===== config.mk =====
export PLATFORM = sky130hd
export DESIGN_NAME = pcm_highway_slot_assigner
export DESIGN_NICKNAME = d
export VERILOG_FILES = /design/src/logic/pcm_tsa_pkg.sv /design/src/logic/pin_sync2.sv /design/src/logic/pcm_highway_slot_assigner.sv
export SDC_FILE = /design/constraint.sdc
export NUM_CORES = 1
export LEC_CHECK = 0
export ABC_CLOCK_PERIOD_IN_PS = 7400
export BUFFER_PORTS_ARGS = -buffer_cell sky130_fd_sc_hd__buf_2
export CORE_UTILIZATION = 60
export CTS_BUF_LIST = sky130_fd_sc_hd__clkbuf_4
export DETAILED_ROUTE_END_ITERATION = 16
export PLACE_DENSITY = 0.8
export SLEW_MARGIN = 15
export SYNTH_ARGS = -nofsm -noshare
export SYNTH_HDL_FRONTEND = slang
export SYNTH_HIERARCHICAL = 1
export SYNTH_SLANG_ARGS = --single-unit
export TNS_END_PERCENT = 20

===== constraint.sdc =====
create_clock -name clk -period 7.4 [get_ports clk]
set_input_delay 0.74 -clock clk [delete_from_list [all_inputs] [get_ports clk]]
set_output_delay 0.74 -clock clk [all_outputs]
set_load 0.02 [all_outputs]

===== src/logic/pcm_tsa_pkg.sv =====
// Purpose: shared constants and state type for the pcm highway slot assigner
// Assumes: bit clock and frame pulse come from the host, sampled by clk at 200 MHz
// Notes: all counts are in clk cycles unless named otherwise
package pcm_tsa_pkg;

  localparam int NUM_CH = 2;
  localparam int SLOT_W = 7;
  localparam int OFS_W = 3;
  localparam int BITCNT_W = 11;
  localparam int WORD_W = 32;
  localparam int IDX_W = 5;

  // fastest documented highway rate against the local clock
  localparam int CLK_KHZ = 200000;
  localparam int MAX_BIT_CLK_KHZ = 8192;
  // whole clk cycles in one bit clock period, rounded down
  localparam int BIT_PERIOD_CYC = CLK_KHZ / MAX_BIT_CLK_KHZ;
  // rising edges closer than this mean the bit clock is out of range
  localparam logic [7:0] MIN_RISE_GAP = 8'(BIT_PERIOD_CYC / 2);
  // rise gap counter parks here until the first bit clock rise
  localparam logic [7:0] RISE_GAP_RESET = 8'hFF;

  localparam logic [BITCNT_W-1:0] BITCNT_RESET = 11'h000;
  localparam logic [BITCNT_W-1:0] FRAMEBITS_RESET = 11'h000;

  typedef struct packed {
    logic bitClkPrev;
    logic fsPrev;
    logic framed;
    logic [BITCNT_W-1:0] bitCount;
    logic [BITCNT_W-1:0] frameBits;
    logic [NUM_CH-1:0][WORD_W-1:0] txWord;
    logic [NUM_CH-1:0][WORD_W-1:0] rxShift;
    logic [NUM_CH-1:0][WORD_W-1:0] rxWord;
    logic rxValid;
    logic txTake;
    logic txPin;
    logic txOe;
    logic pendBit;
    logic pendOe;
    logic [NUM_CH-1:0] rxHit;
    logic [NUM_CH-1:0][IDX_W-1:0] rxIdx;
  } state_t;

  localparam state_t STATE_RESET = '{
    bitClkPrev: 1'b0, fsPrev: 1'b0, framed: 1'b0,
    bitCount: BITCNT_RESET, frameBits: FRAMEBITS_RESET,
    txWord: '0, rxShift: '0, rxWord: '0,
    rxValid: 1'b0, txTake: 1'b0, txPin: 1'b0, txOe: 1'b0,
    pendBit: 1'b0, pendOe: 1'b0, rxHit: '0, rxIdx: '0
  };

endpackage


===== src/logic/pin_sync2.sv =====
// Purpose: two-flop synchroniser for pins from outside the clk domain
// Assumes: each bit is an independent level
// Notes: first stage is read only by the second stage
`timescale 1ns/1ps
module pin_sync2 #(
  parameter int W = 1
) (
  input wire logic clk,
  input wire logic sys_rst,
  input wire logic [W-1:0] d,
  output logic [W-1:0] q
);

  typedef struct packed {
    logic [W-1:0] meta;
    logic [W-1:0] held;
  } sync_t;

  sync_t st;
  sync_t next_st;

  // shift one stage per clock
  always_comb begin
    next_st.meta = d;
    next_st.held = st.meta;
  end

  always_ff @(posedge clk) begin
    if (sys_rst) begin
      st <= '0;
    end else begin
      st <= next_st;
    end
  end

  assign q = st.held;

endmodule


===== src/logic/pcm_highway_slot_assigner.sv =====
// Purpose: time slot assigner and pcm highway port for two voice channels
// Assumes: host drives bit clock and frame pulse; compressor and expander are on clk
// Notes: bit clock is oversampled by clk, so highway timing is quantised to 5 ns
// Operation
// - host bit clock is 1.024 to 8.192 MHz, frame pulse recurs at 8 kHz.
// - highway port only runs while the host interface select pin is high.
// - drive outgoing samples on tx pin, capture incoming samples from rx pin.
// - compressed sample uses one byte slot; linear uses two adjacent slots.
// - each frame pulse starts a frame; all slot positions count from it.
// - wideband exchanges two evenly spaced sets of slots per frame.
// - separate 3-bit transmit and receive offsets shift slots by 0 to 7 bits.
// - both offsets are global, shared by every channel.
// - each channel has its own transmit slot and its own receive slot.
// - transmit data launches on rising or falling bit clock edge, selectable.
// - transmit slot number is 7 bits, up to 128 byte slots.
// - every sample byte goes out most significant bit first.
// - wideband uses twice the slots of narrowband linear per channel.
// - outgoing compressor codes are serialised into the channel's transmit slot.
// - receive slot is 7 bits; received bytes, msb first, go to the expander.
`timescale 1ns/1ps
module pcm_highway_slot_assigner (
  input wire logic clk,
  input wire logic sys_rst,
  input wire logic pcmBitClkPin,
  input wire logic framePulse,
  input wire logic highwayRxPin,
  input wire logic hostIfSelectPin,
  input wire logic txOnRising,
  input wire logic [2:0] txClkOffset,
  input wire logic [2:0] rxClkOffset,
  input wire logic [1:0][6:0] transmitSlotNumber,
  input wire logic [1:0][6:0] receiveSlotNumber,
  input wire logic [1:0] linearMode,
  input wire logic [1:0] widebandMode,
  input wire logic [1:0][31:0] txSample,
  output logic txSampleTake,
  output logic [1:0][31:0] rxSample,
  output logic rxSampleValid,
  output logic highwayTxPin,
  output logic highwayTxOe
);

  // returns {hit, set, byte} for a slot against one channel's base slot
  function automatic logic [2:0] slot_match(
    input logic [6:0] slot,
    input logic [6:0] base,
    input logic lin,
    input logic wb,
    input logic [6:0] half
  );
    logic [6:0] d1;
    logic [6:0] d2;
    logic [2:0] res;
    d1 = slot - base;
    d2 = slot - base - half;
    res = 3'h0;
    if (wb && d1 < 7'h02) begin
      res = {2'b10, d1[0]};
    end else if (wb && d2 < 7'h02) begin
      res = {2'b11, d2[0]};
    end else if (!wb && lin && d1 < 7'h02) begin
      res = {2'b10, d1[0]};
    end else if (d1 == 7'h00) begin
      res = 3'h4;
    end
    return res;
  endfunction

  pcm_tsa_pkg::state_t st;
  pcm_tsa_pkg::state_t next_st;
  logic bitClkSync;
  logic fsSync;
  logic rxSync;
  logic selSync;
  logic bitRise;
  logic bitFall;
  logic fsStart;

  // every highway pin crosses two flops before use
  pin_sync2 #(.W(4)) u_sync (
    .clk(clk),
    .sys_rst(sys_rst),
    .d({pcmBitClkPin, framePulse, highwayRxPin, hostIfSelectPin}),
    .q({bitClkSync, fsSync, rxSync, selSync})
  );

  // edges of the oversampled bit clock
  assign bitRise = bitClkSync & ~st.bitClkPrev;
  assign bitFall = ~bitClkSync & st.bitClkPrev;
  assign fsStart = bitRise & fsSync & ~st.fsPrev;

  // next state: frame counting, slot matching, shifting
  always_comb begin
    logic [pcm_tsa_pkg::BITCNT_W-1:0] txPos;
    logic [pcm_tsa_pkg::BITCNT_W-1:0] rxPos;
    logic [6:0] half;
    logic txOk;
    logic rxOk;
    logic [2:0] m;
    txPos = '0;
    rxPos = '0;
    half = 7'h00;
    txOk = 1'b0;
    rxOk = 1'b0;
    m = 3'h0;
    next_st = st;
    next_st.txTake = 1'b0;
    next_st.rxValid = 1'b0;
    next_st.bitClkPrev = bitClkSync;
    if (bitRise) begin
      next_st.fsPrev = fsSync;
      if (fsStart) begin
        next_st.bitCount = pcm_tsa_pkg::BITCNT_RESET;
        next_st.frameBits = st.bitCount + 11'h001;
        next_st.framed = 1'b1;
        next_st.txWord = txSample;
        next_st.rxWord = st.rxShift;
        next_st.rxValid = 1'b1;
        next_st.txTake = 1'b1;
      end else begin
        next_st.bitCount = st.bitCount + 11'h001;
      end
      // second wideband set sits half a frame later
      half = next_st.frameBits[10:4];
      // one offset pair for the whole device
      txPos = next_st.bitCount - {8'h00, txClkOffset};
      rxPos = next_st.bitCount - {8'h00, rxClkOffset};
      txOk = next_st.framed && next_st.bitCount >= {8'h00, txClkOffset};
      rxOk = next_st.framed && next_st.bitCount >= {8'h00, rxClkOffset};
      next_st.pendOe = 1'b0;
      next_st.pendBit = 1'b0;
      next_st.rxHit = '0;
      // descending so channel 0 wins a clash the host should never make
      for (int c = pcm_tsa_pkg::NUM_CH - 1; c >= 0; c--) begin
        m = slot_match(txPos[9:3], transmitSlotNumber[c], linearMode[c],
          widebandMode[c], half);
        if (txOk && m[2]) begin
          next_st.pendOe = 1'b1;
          next_st.pendBit = next_st.txWord[c][~{m[1:0], txPos[2:0]}];
        end
        m = slot_match(rxPos[9:3], receiveSlotNumber[c], linearMode[c],
          widebandMode[c], half);
        if (rxOk && m[2]) begin
          next_st.rxHit[c] = 1'b1;
          next_st.rxIdx[c] = ~{m[1:0], rxPos[2:0]};
        end
      end
      if (txOnRising) begin
        next_st.txPin = next_st.pendBit;
        next_st.txOe = next_st.pendOe;
      end
    end
    if (bitFall) begin
      if (!txOnRising) begin
        next_st.txPin = st.pendBit;
        next_st.txOe = st.pendOe;
      end
      // sample mid bit, half a period after the position starts
      for (int c = 0; c < pcm_tsa_pkg::NUM_CH; c++) begin
        if (st.rxHit[c]) begin
          next_st.rxShift[c][st.rxIdx[c]] = rxSync;
        end
      end
    end
    // the other host interface owns the pins when select is low
    if (!selSync) begin
      next_st.txOe = 1'b0;
      next_st.pendOe = 1'b0;
      next_st.rxHit = '0;
      next_st.framed = 1'b0;
    end
  end

  always_ff @(posedge clk) begin
    if (sys_rst) begin
      st <= pcm_tsa_pkg::STATE_RESET;
    end else begin
      st <= next_st;
    end
  end

  assign highwayTxPin = st.txPin;
  assign highwayTxOe = st.txOe;
  assign txSampleTake = st.txTake;
  assign rxSample = st.rxWord;
  assign rxSampleValid = st.rxValid;

  // clk cycles since the last bit clock rise, helper for checks only
  logic [7:0] riseGap;
  always_ff @(posedge clk) begin
    if (sys_rst) begin
      riseGap <= pcm_tsa_pkg::RISE_GAP_RESET;
    end else if (bitRise) begin
      riseGap <= 8'h01;
    end else if (riseGap != pcm_tsa_pkg::RISE_GAP_RESET) begin
      riseGap <= riseGap + 8'h01;
    end
  end
endmodule


Yosys cells after proc, flatten, opt, wreduce, memory -nomap -nowiden. Index checks and enable logic that the tools add are counted.

Flip-flop bits (word level): 239. Input port bits: 109. Output and inout bits: 68. Word-level logic and storage cells: 144.

Add/subtract/negate cells: 11. Magnitude comparators: 16. Muxes and demuxes: 47. Bitwise gates (word level): 13. Reduce and logical (&&, ||, !) cells: 35.

Operator list (number): 75-bit two-way mux (2); 32-bit bitwise mux (2); 3-bit two-way mux (20); 7-bit by 2-bit < comparator with 1-bit output, second input constant (8); 7-bit subtractor (8); 7-bit logical NOT (4); 5-bit by 6-bit < comparator with 1-bit output, second input constant (4); 11-bit by 3-bit greater-or-equal comparator with 1-bit output (2); 1-bit logical AND (22); 11-bit two-way mux (2); 5-bit inverter (4); 10-bit by 3-bit subtractor with 10-bit output (2); 16-bit two-way mux (1); 2-bit two-way mux (6); 11-bit by 1-bit adder with 11-bit output, second input constant (1); 1-bit binary-select mux with 5-bit select (2); 1-bit demux with 5-bit select (2); 5-bit by 1-bit greater-or-equal comparator with 1-bit output, second input constant (2); 5-bit two-way mux (2); 2-bit AND reduction (5); 1-bit two-way mux (8); 1-bit inverter (5); 1-bit bitwise AND (4); 2-bit OR reduction (2); 1-bit logical NOT (2).

Longest topological paths before layout.
Depth in word-level cells: 23. Gate-level depth with buffers: 29. Gate-level depth less buffers: 25.

Cells and area by module. The synthesis kept the hierarchy.

By module, submodules not included: pcm_highway_slot_assigner (times used 1, cells an instance 1613, area each 12872.3 um2, seq. area each 4604.4 um2); pin_sync2 (times used 1, cells an instance 16, area each 210.2 um2, seq. area each 160.2 um2).

Least setup slack after synthesis. No wires, ideal clock.

Kind: flip-flop to flip-flop. Start point: register u_sync.st, in the netlist u_sync/q[3]. End point: register st[13] in the netlist's numbering. Library setup time: 0.074 ns. Data arrival time: 6.462 ns. Required time: 7.326 ns. Setup slack: 0.863 ns. Stages on the path, launching flop included: 27. Path buffers: 6. Period minus slack after synthesis: 6.537 ns. Cell sequence: dfxtp_1 > nand2b_1 > nor3b_4 > buf_2 > buf_2 > buf_4 > buf_4 > buf_2 > buf_1 > nor2_1 > ha_1 > a211o_1 > nor3_1 > xor2_1 > ha_1 > o21a_1 > o31a_1 > or3_1 > o311ai_0 > ha_1 > a2111oi_0 > o221ai_1 > or3_1 > a21boi_0 > o22a_1 > o32a_1 > o21ai_0.

Longest elaborated chain between the ends: 18.

Ends and longest elaborated chain: from (decl) (RTL line pin_sync2.sv:19) `sync_t st;`; from (signal assigned) (RTL line pin_sync2.sv:32) `st <= next_st;`; 1-bit bitwise AND * (RTL line pcm_highway_slot_assigner.sv:88) `assign bitRise = bitClkSync & ~st.bitClkPrev;`; 1-bit bitwise AND (2 in a row) (RTL line pcm_highway_slot_assigner.sv:90) `assign fsStart = bitRise & fsSync & ~st.fsPrev;`; 11-bit two-way mux (RTL line pcm_highway_slot_assigner.sv:112) `if (fsStart) begin`; 11-bit two-way mux (RTL line pcm_highway_slot_assigner.sv:110) `if (bitRise) begin`; 10-bit by 3-bit subtractor with 10-bit output (RTL line pcm_highway_slot_assigner.sv:126) `txPos = next_st.bitCount - {8'h00, txClkOffset};`; 7-bit subtractor (RTL line pcm_highway_slot_assigner.sv:54, pcm_highway_slot_assigner.sv:55); 7-bit subtractor / 7-bit by 2-bit < comparator with 1-bit output (equally long branches) (RTL line pcm_highway_slot_assigner.sv:55, pcm_highway_slot_assigner.sv:57, pcm_highway_slot_assigner.sv:61); 7-bit by 2-bit < comparator with 1-bit output / 1-bit logical AND (equally long branches) (RTL line pcm_highway_slot_assigner.sv:59, pcm_highway_slot_assigner.sv:61); 1-bit logical AND / 3-bit two-way mux (equally long branches) (RTL line pcm_highway_slot_assigner.sv:59, pcm_highway_slot_assigner.sv:61); 3-bit two-way mux (RTL line pcm_highway_slot_assigner.sv:59) `end else if (wb && d2 < 7'h02) begin`; 3-bit two-way mux (RTL line pcm_highway_slot_assigner.sv:57) `if (wb && d1 < 7'h02) begin`; 3-bit two-way mux (RTL line pcm_highway_slot_assigner.sv:110); 5-bit inverter (RTL line pcm_highway_slot_assigner.sv:139) `next_st.pendBit = next_st.txWord[c][~{m[1:0], txPos[2:0]}];`; 1-bit binary-select mux with 5-bit select (RTL line pcm_highway_slot_assigner.sv:139); 1-bit two-way mux (not written as such) (RTL line pcm_highway_slot_assigner.sv:139); 2-bit two-way mux (2 in a row) (RTL line pcm_highway_slot_assigner.sv:137) `if (txOk && m[2]) begin`; to (signal assigned) (RTL line pcm_highway_slot_assigner.sv:176) `st <= pcm_tsa_pkg::STATE_RESET;`; to (signal assigned) (RTL line pcm_highway_slot_assigner.sv:178) `st <= next_st;`; to (decl) (RTL line pcm_highway_slot_assigner.sv:69) `pcm_tsa_pkg::state_t st;`.

Every way passes the cells marked *; elsewhere a longest branch is shown, timed or not. The select of a mux whose other input is x is not followed. A chain may end at the register's enable or synchronous reset.

Worst setup path after layout. Ends and elaborated chain as after synthesis.

==> run summary <==
The run finished with clean final reports. Counting distinct cell types in the post-synthesis netlist gives 74. The proportion of layout cells with a drive suffix above 1 is 0.176. The via count of the first global-routing pass is 10631. The flip-flop and latch count after synthesis came out at 238. Entering global routing, the biggest net connects 95 pins.

In this run, post-CTS repair resized a total of 0 instances. The startpoint of the most critical setup path is u_sync/q[3]$_SDFF_PP0_. The number of antenna violations at the first check in global routing is 2. The initial core utilization is 0.617. In the layout the commonest cells are sky130_fd_sc_hd__nand2_1 (287), sky130_fd_sc_hd__dfxtp_1 (237), sky130_fd_sc_hd__a21oi_1 (177), sky130_fd_sc_hd__buf_2 (175), sky130_fd_sc_hd__nor2_1 (160). The overall fraction of global-route tracks in use is 0.275. The worst vdd rail ir drop is 0.137 mV.

The CTS buffer count is 60. The relative area change from synthesis to final layout came out at 9.07%. The routed design could run at a clock period as short as 6.13 ns. The startpoint identified for the worst hold timing path is highwayRxPin.

The critical path goes through nand2b_1, buf_4, nor3b_4, buf_4, nor2_1, a211o_1, nor3_1, xor2_1, ha_1, o21a_1, o31a_1, or3_1, o311ai_0, ha_1, a2111oi_0, o221ai_1, or3_1, a21boi_0, o22a_1, o32a_1, o21ai_0. The standard cell area after detailed placement is around 0.014 mm². For the pin with the worst max-slew slack, the measured transition is 1.18 ns.

Between clock sinks in the finished design, the worst skew comes to 0.0512 ns. The core occupancy in the finished layout came out at 0.672. Derived from the worst setup path, the maximum achievable clock frequency is ~160 MHz. The number of endpoints failing setup at the final stage is 0.

The post-route setup TNS came out at 0 ns. The later pin in the worst-skew pair is clocked with a latency of about 0.7 ns. The number of placed instances with taps included came out at 1938.

The cell with the largest stage delay on the worst path is sky130_fd_sc_hd__buf_4. The detailed-route vias per instance is roughly 5.6. The residual DRC count is 0. In this run, the number of DRC markers left after iteration 0 of detailed routing was approximately 660. The overall power is 2.81 mW.

The most used flip-flop cell after synthesis is sky130_fd_sc_hd__dfxtp_1. Synthesis handed over a netlist of 1629 instances. The share of synthesized flip-flops with an asynchronous set or reset is 0. The tree is rooted in a sky130_fd_sc_hd__clkbuf_4. The number of fill cells is 1856. The number of max-cap violations is 0. The cell area power density came out at 197 mW/mm². The count of port buffers added during placement is 176. The number of hold violations in the final report came to 0.

Buffers added to address setup during post-CTS repair amount to 0. The finished cells cover 0.0143 mm². The floorplan has 53 rows. The critical path start-end classification is reg2reg. The worst setup path is captured at a flop. The post-route fraction of the period consumed by the critical path is 0.828. The count of nets left with antenna violations once routing finished came out at 0. The final count of pins violating max slew is 0.

The required time at the endpoint of the critical path came out at 7.97 ns. The kind of launch point of the worst setup path is a flop. The static power due to leakage is about 5.6 nW. The count of hold buffers inserted by post-cts repair came out at 0. In the final routed layout, each cell accounts on average for 15.1 µm. Setup repair after global routing left no endpoint under its margin. The total wire length after detailed routing is 30800 µm.

The overall die height came out at 150 µm. Final hold analysis gives a worst-case slack of 0.275 ns. The non-filler instance count after layout is approximately 2000. The setup slack after placement came out at 1.42 ns. The class of the worst hold path is in2reg.

The total number of vias is 11445. The post-CTS clock slew at the launch and capture registers of the worst setup and hold paths came out at 0.06 ns. The worst hold path passes through 2 cells. In this run the worst path has a maximum fanout of 59. The die extent in x came out at 150 µm. At the end of routability-driven placement, the weighted congestion stood at 0.909. The region available for standard cell placement spans 0.0212 mm². For this run, the number of Yosys warnings is 6. The worst flop-to-flop path startpoint is u_sync/q[3]$_SDFF_PP0_. Yosys mapped a number of flops with a built-in enable equal to 0. The most common cell after layout, fill and taps aside is sky130_fd_sc_hd__nand2_1. The level count of the clock H-tree is 2. The total overflow reported by the global router is 0. TritonCTS built the clock tree.

The number of optimization iterations in the first detailed-route pass is 6. The wire length of the first global-routing pass is 50200 µm. The depth of the most critical reg-to-reg path came out at 21. The average footprint of a synthesized cell is ~8 µm². The maximum count of clock buffers along a single path is 3. The cell area after synthesis is 0.0131 mm². STA puts the critical path data arrival time at 6.70 ns. The net count after synthesis came out at between 1500 and 2000. The delay contributed by the slowest stage of the critical path is ~0.53 ns. Of the synthesized area, sequential elements account for 0.364. After the last flow step, the layout net total stands at 1899.

For this design, the sink count on the clock tree is ~240. The half-perimeter wire length of the detailed placement result is roughly 22000 µm. Pin placement for this block handled 177 I/O pins. The area enclosed by the die boundary is 0.0224 mm².

The final worst setup slack came out at 1.27 ns. The relative slew slack is 0.215.
-- path summary, 6_finish.rpt --
kind / end / slack (ns)
max: st[13]$_SDFFE_PP0N_ / 1.27
min: u_sync/next_st[1]$_SDFF_PP0_ / 0.27
max reg2reg: st[13]$_SDFFE_PP0N_ / 1.27
min reg2reg: u_sync/q[1]$_SDFF_PP0_ / 0.45
-- state kept, by name, indices dropped and copies added, names as in the netlist --
name,cells
highwayTxOe,1
rxSampleValid,1
u_sync/q,4
highwayTxPin,1
u_sync/next_st,4
st,163
rxSample,64
-- where the power goes --
group	total (mW)	internal, mW	switching, mW
clock	1.02	0.529	0.492
sequential	1.29	1.29	0.00690
combinational	0.497	0.210	0.286
-- logic make-up (layout without fill, tap and decap cells) --
kind of cell             after synthesis  after routing  synth area share
AO/OA/AOI/OAI                        323            323             0.145
XOR/XNOR                              45             45            0.0346
multiplexers                          91             91            0.0803
adder cells (fa/ha/maj)               65             65            0.0679
buffers and inverters                218            346            0.0824
AND/OR/NAND/NOR                      649            649             0.225
other                                  0              3                 0
flip-flops                           238            238             0.364
-- per-layer routing --
| layer | share of wire | up-vias | track usage |
|---|---|---|---|
| met4 | 0.019 | 2 | 0.0859 |
| met2 | 0.48 | 348 | 0.459 |
| met1 | 0.44 | 5323 | 0.356 |
| li1 | - | 5724 | - |
| met5 | 0.00042 | - | 0 |
| met3 | 0.064 | 48 | 0.0546 |
-- critical path, delay by kind of cell, from the launching register on --
family / cells / cell delay [ns]
adders and majority gates: 2 / 0.67
DFF: 1 / 0.47
buffers and inverters: 2 / 0.74
and+or+nand+nor: 6 / 1.57
AOI/OAI and AO/OA: 10 / 2.30
xor gates and xnor gates: 1 / 0.25
-- Yosys cell counts (7+ instances only) --
master                     instances  share of area
sky130_fd_sc_hd__mux4_2           11          0.019
sky130_fd_sc_hd__xor2_1           17          0.011
sky130_fd_sc_hd__o21ai_0          61          0.023
sky130_fd_sc_hd__ha_1             55          0.053
sky130_fd_sc_hd__buf_4            67          0.038
sky130_fd_sc_hd__and3_1           10         0.0048
sky130_fd_sc_hd__a21boi_0          7         0.0040
sky130_fd_sc_hd__o21a_1            9         0.0052
sky130_fd_sc_hd__inv_1            63          0.018
sky130_fd_sc_hd__clkbuf_1         68          0.020
sky130_fd_sc_hd__dfxtp_1         238           0.36
sky130_fd_sc_hd__nand3_1          51          0.020
sky130_fd_sc_hd__nor3b_1           9         0.0052
sky130_fd_sc_hd__o211ai_1          9         0.0052
sky130_fd_sc_hd__nand4_1          17         0.0081
sky130_fd_sc_hd__fa_1             10          0.015
sky130_fd_sc_hd__nand3b_1          7         0.0040
sky130_fd_sc_hd__xnor2_1          24          0.016
sky130_fd_sc_hd__nor2b_1          30          0.014
sky130_fd_sc_hd__nor2_1          160          0.046
sky130_fd_sc_hd__a21oi_1         177          0.068
sky130_fd_sc_hd__buf_2             7         0.0027
sky130_fd_sc_hd__buf_1            11         0.0032
sky130_fd_sc_hd__nand2_1         287          0.082
sky130_fd_sc_hd__and2_1            7         0.0033
sky130_fd_sc_hd__or3_1            12         0.0057
sky130_fd_sc_hd__mux2i_1          78          0.060
sky130_fd_sc_hd__nor3_1           21         0.0080
-- area by class of cell --
type	instances	area, µm²	area share
inverters	65	244	0.0171
flip-flops and latches	238	4770	0.334
multi-input cells	1173	7250	0.508
diodes	3	7.51	0.000526
clock inverters	7	32.5	0.00228
repair buffers	187	970	0.0680
clock buffers	87	653	0.0458
well taps	275	344	0.0241
(Power assumes the default switching activity.)
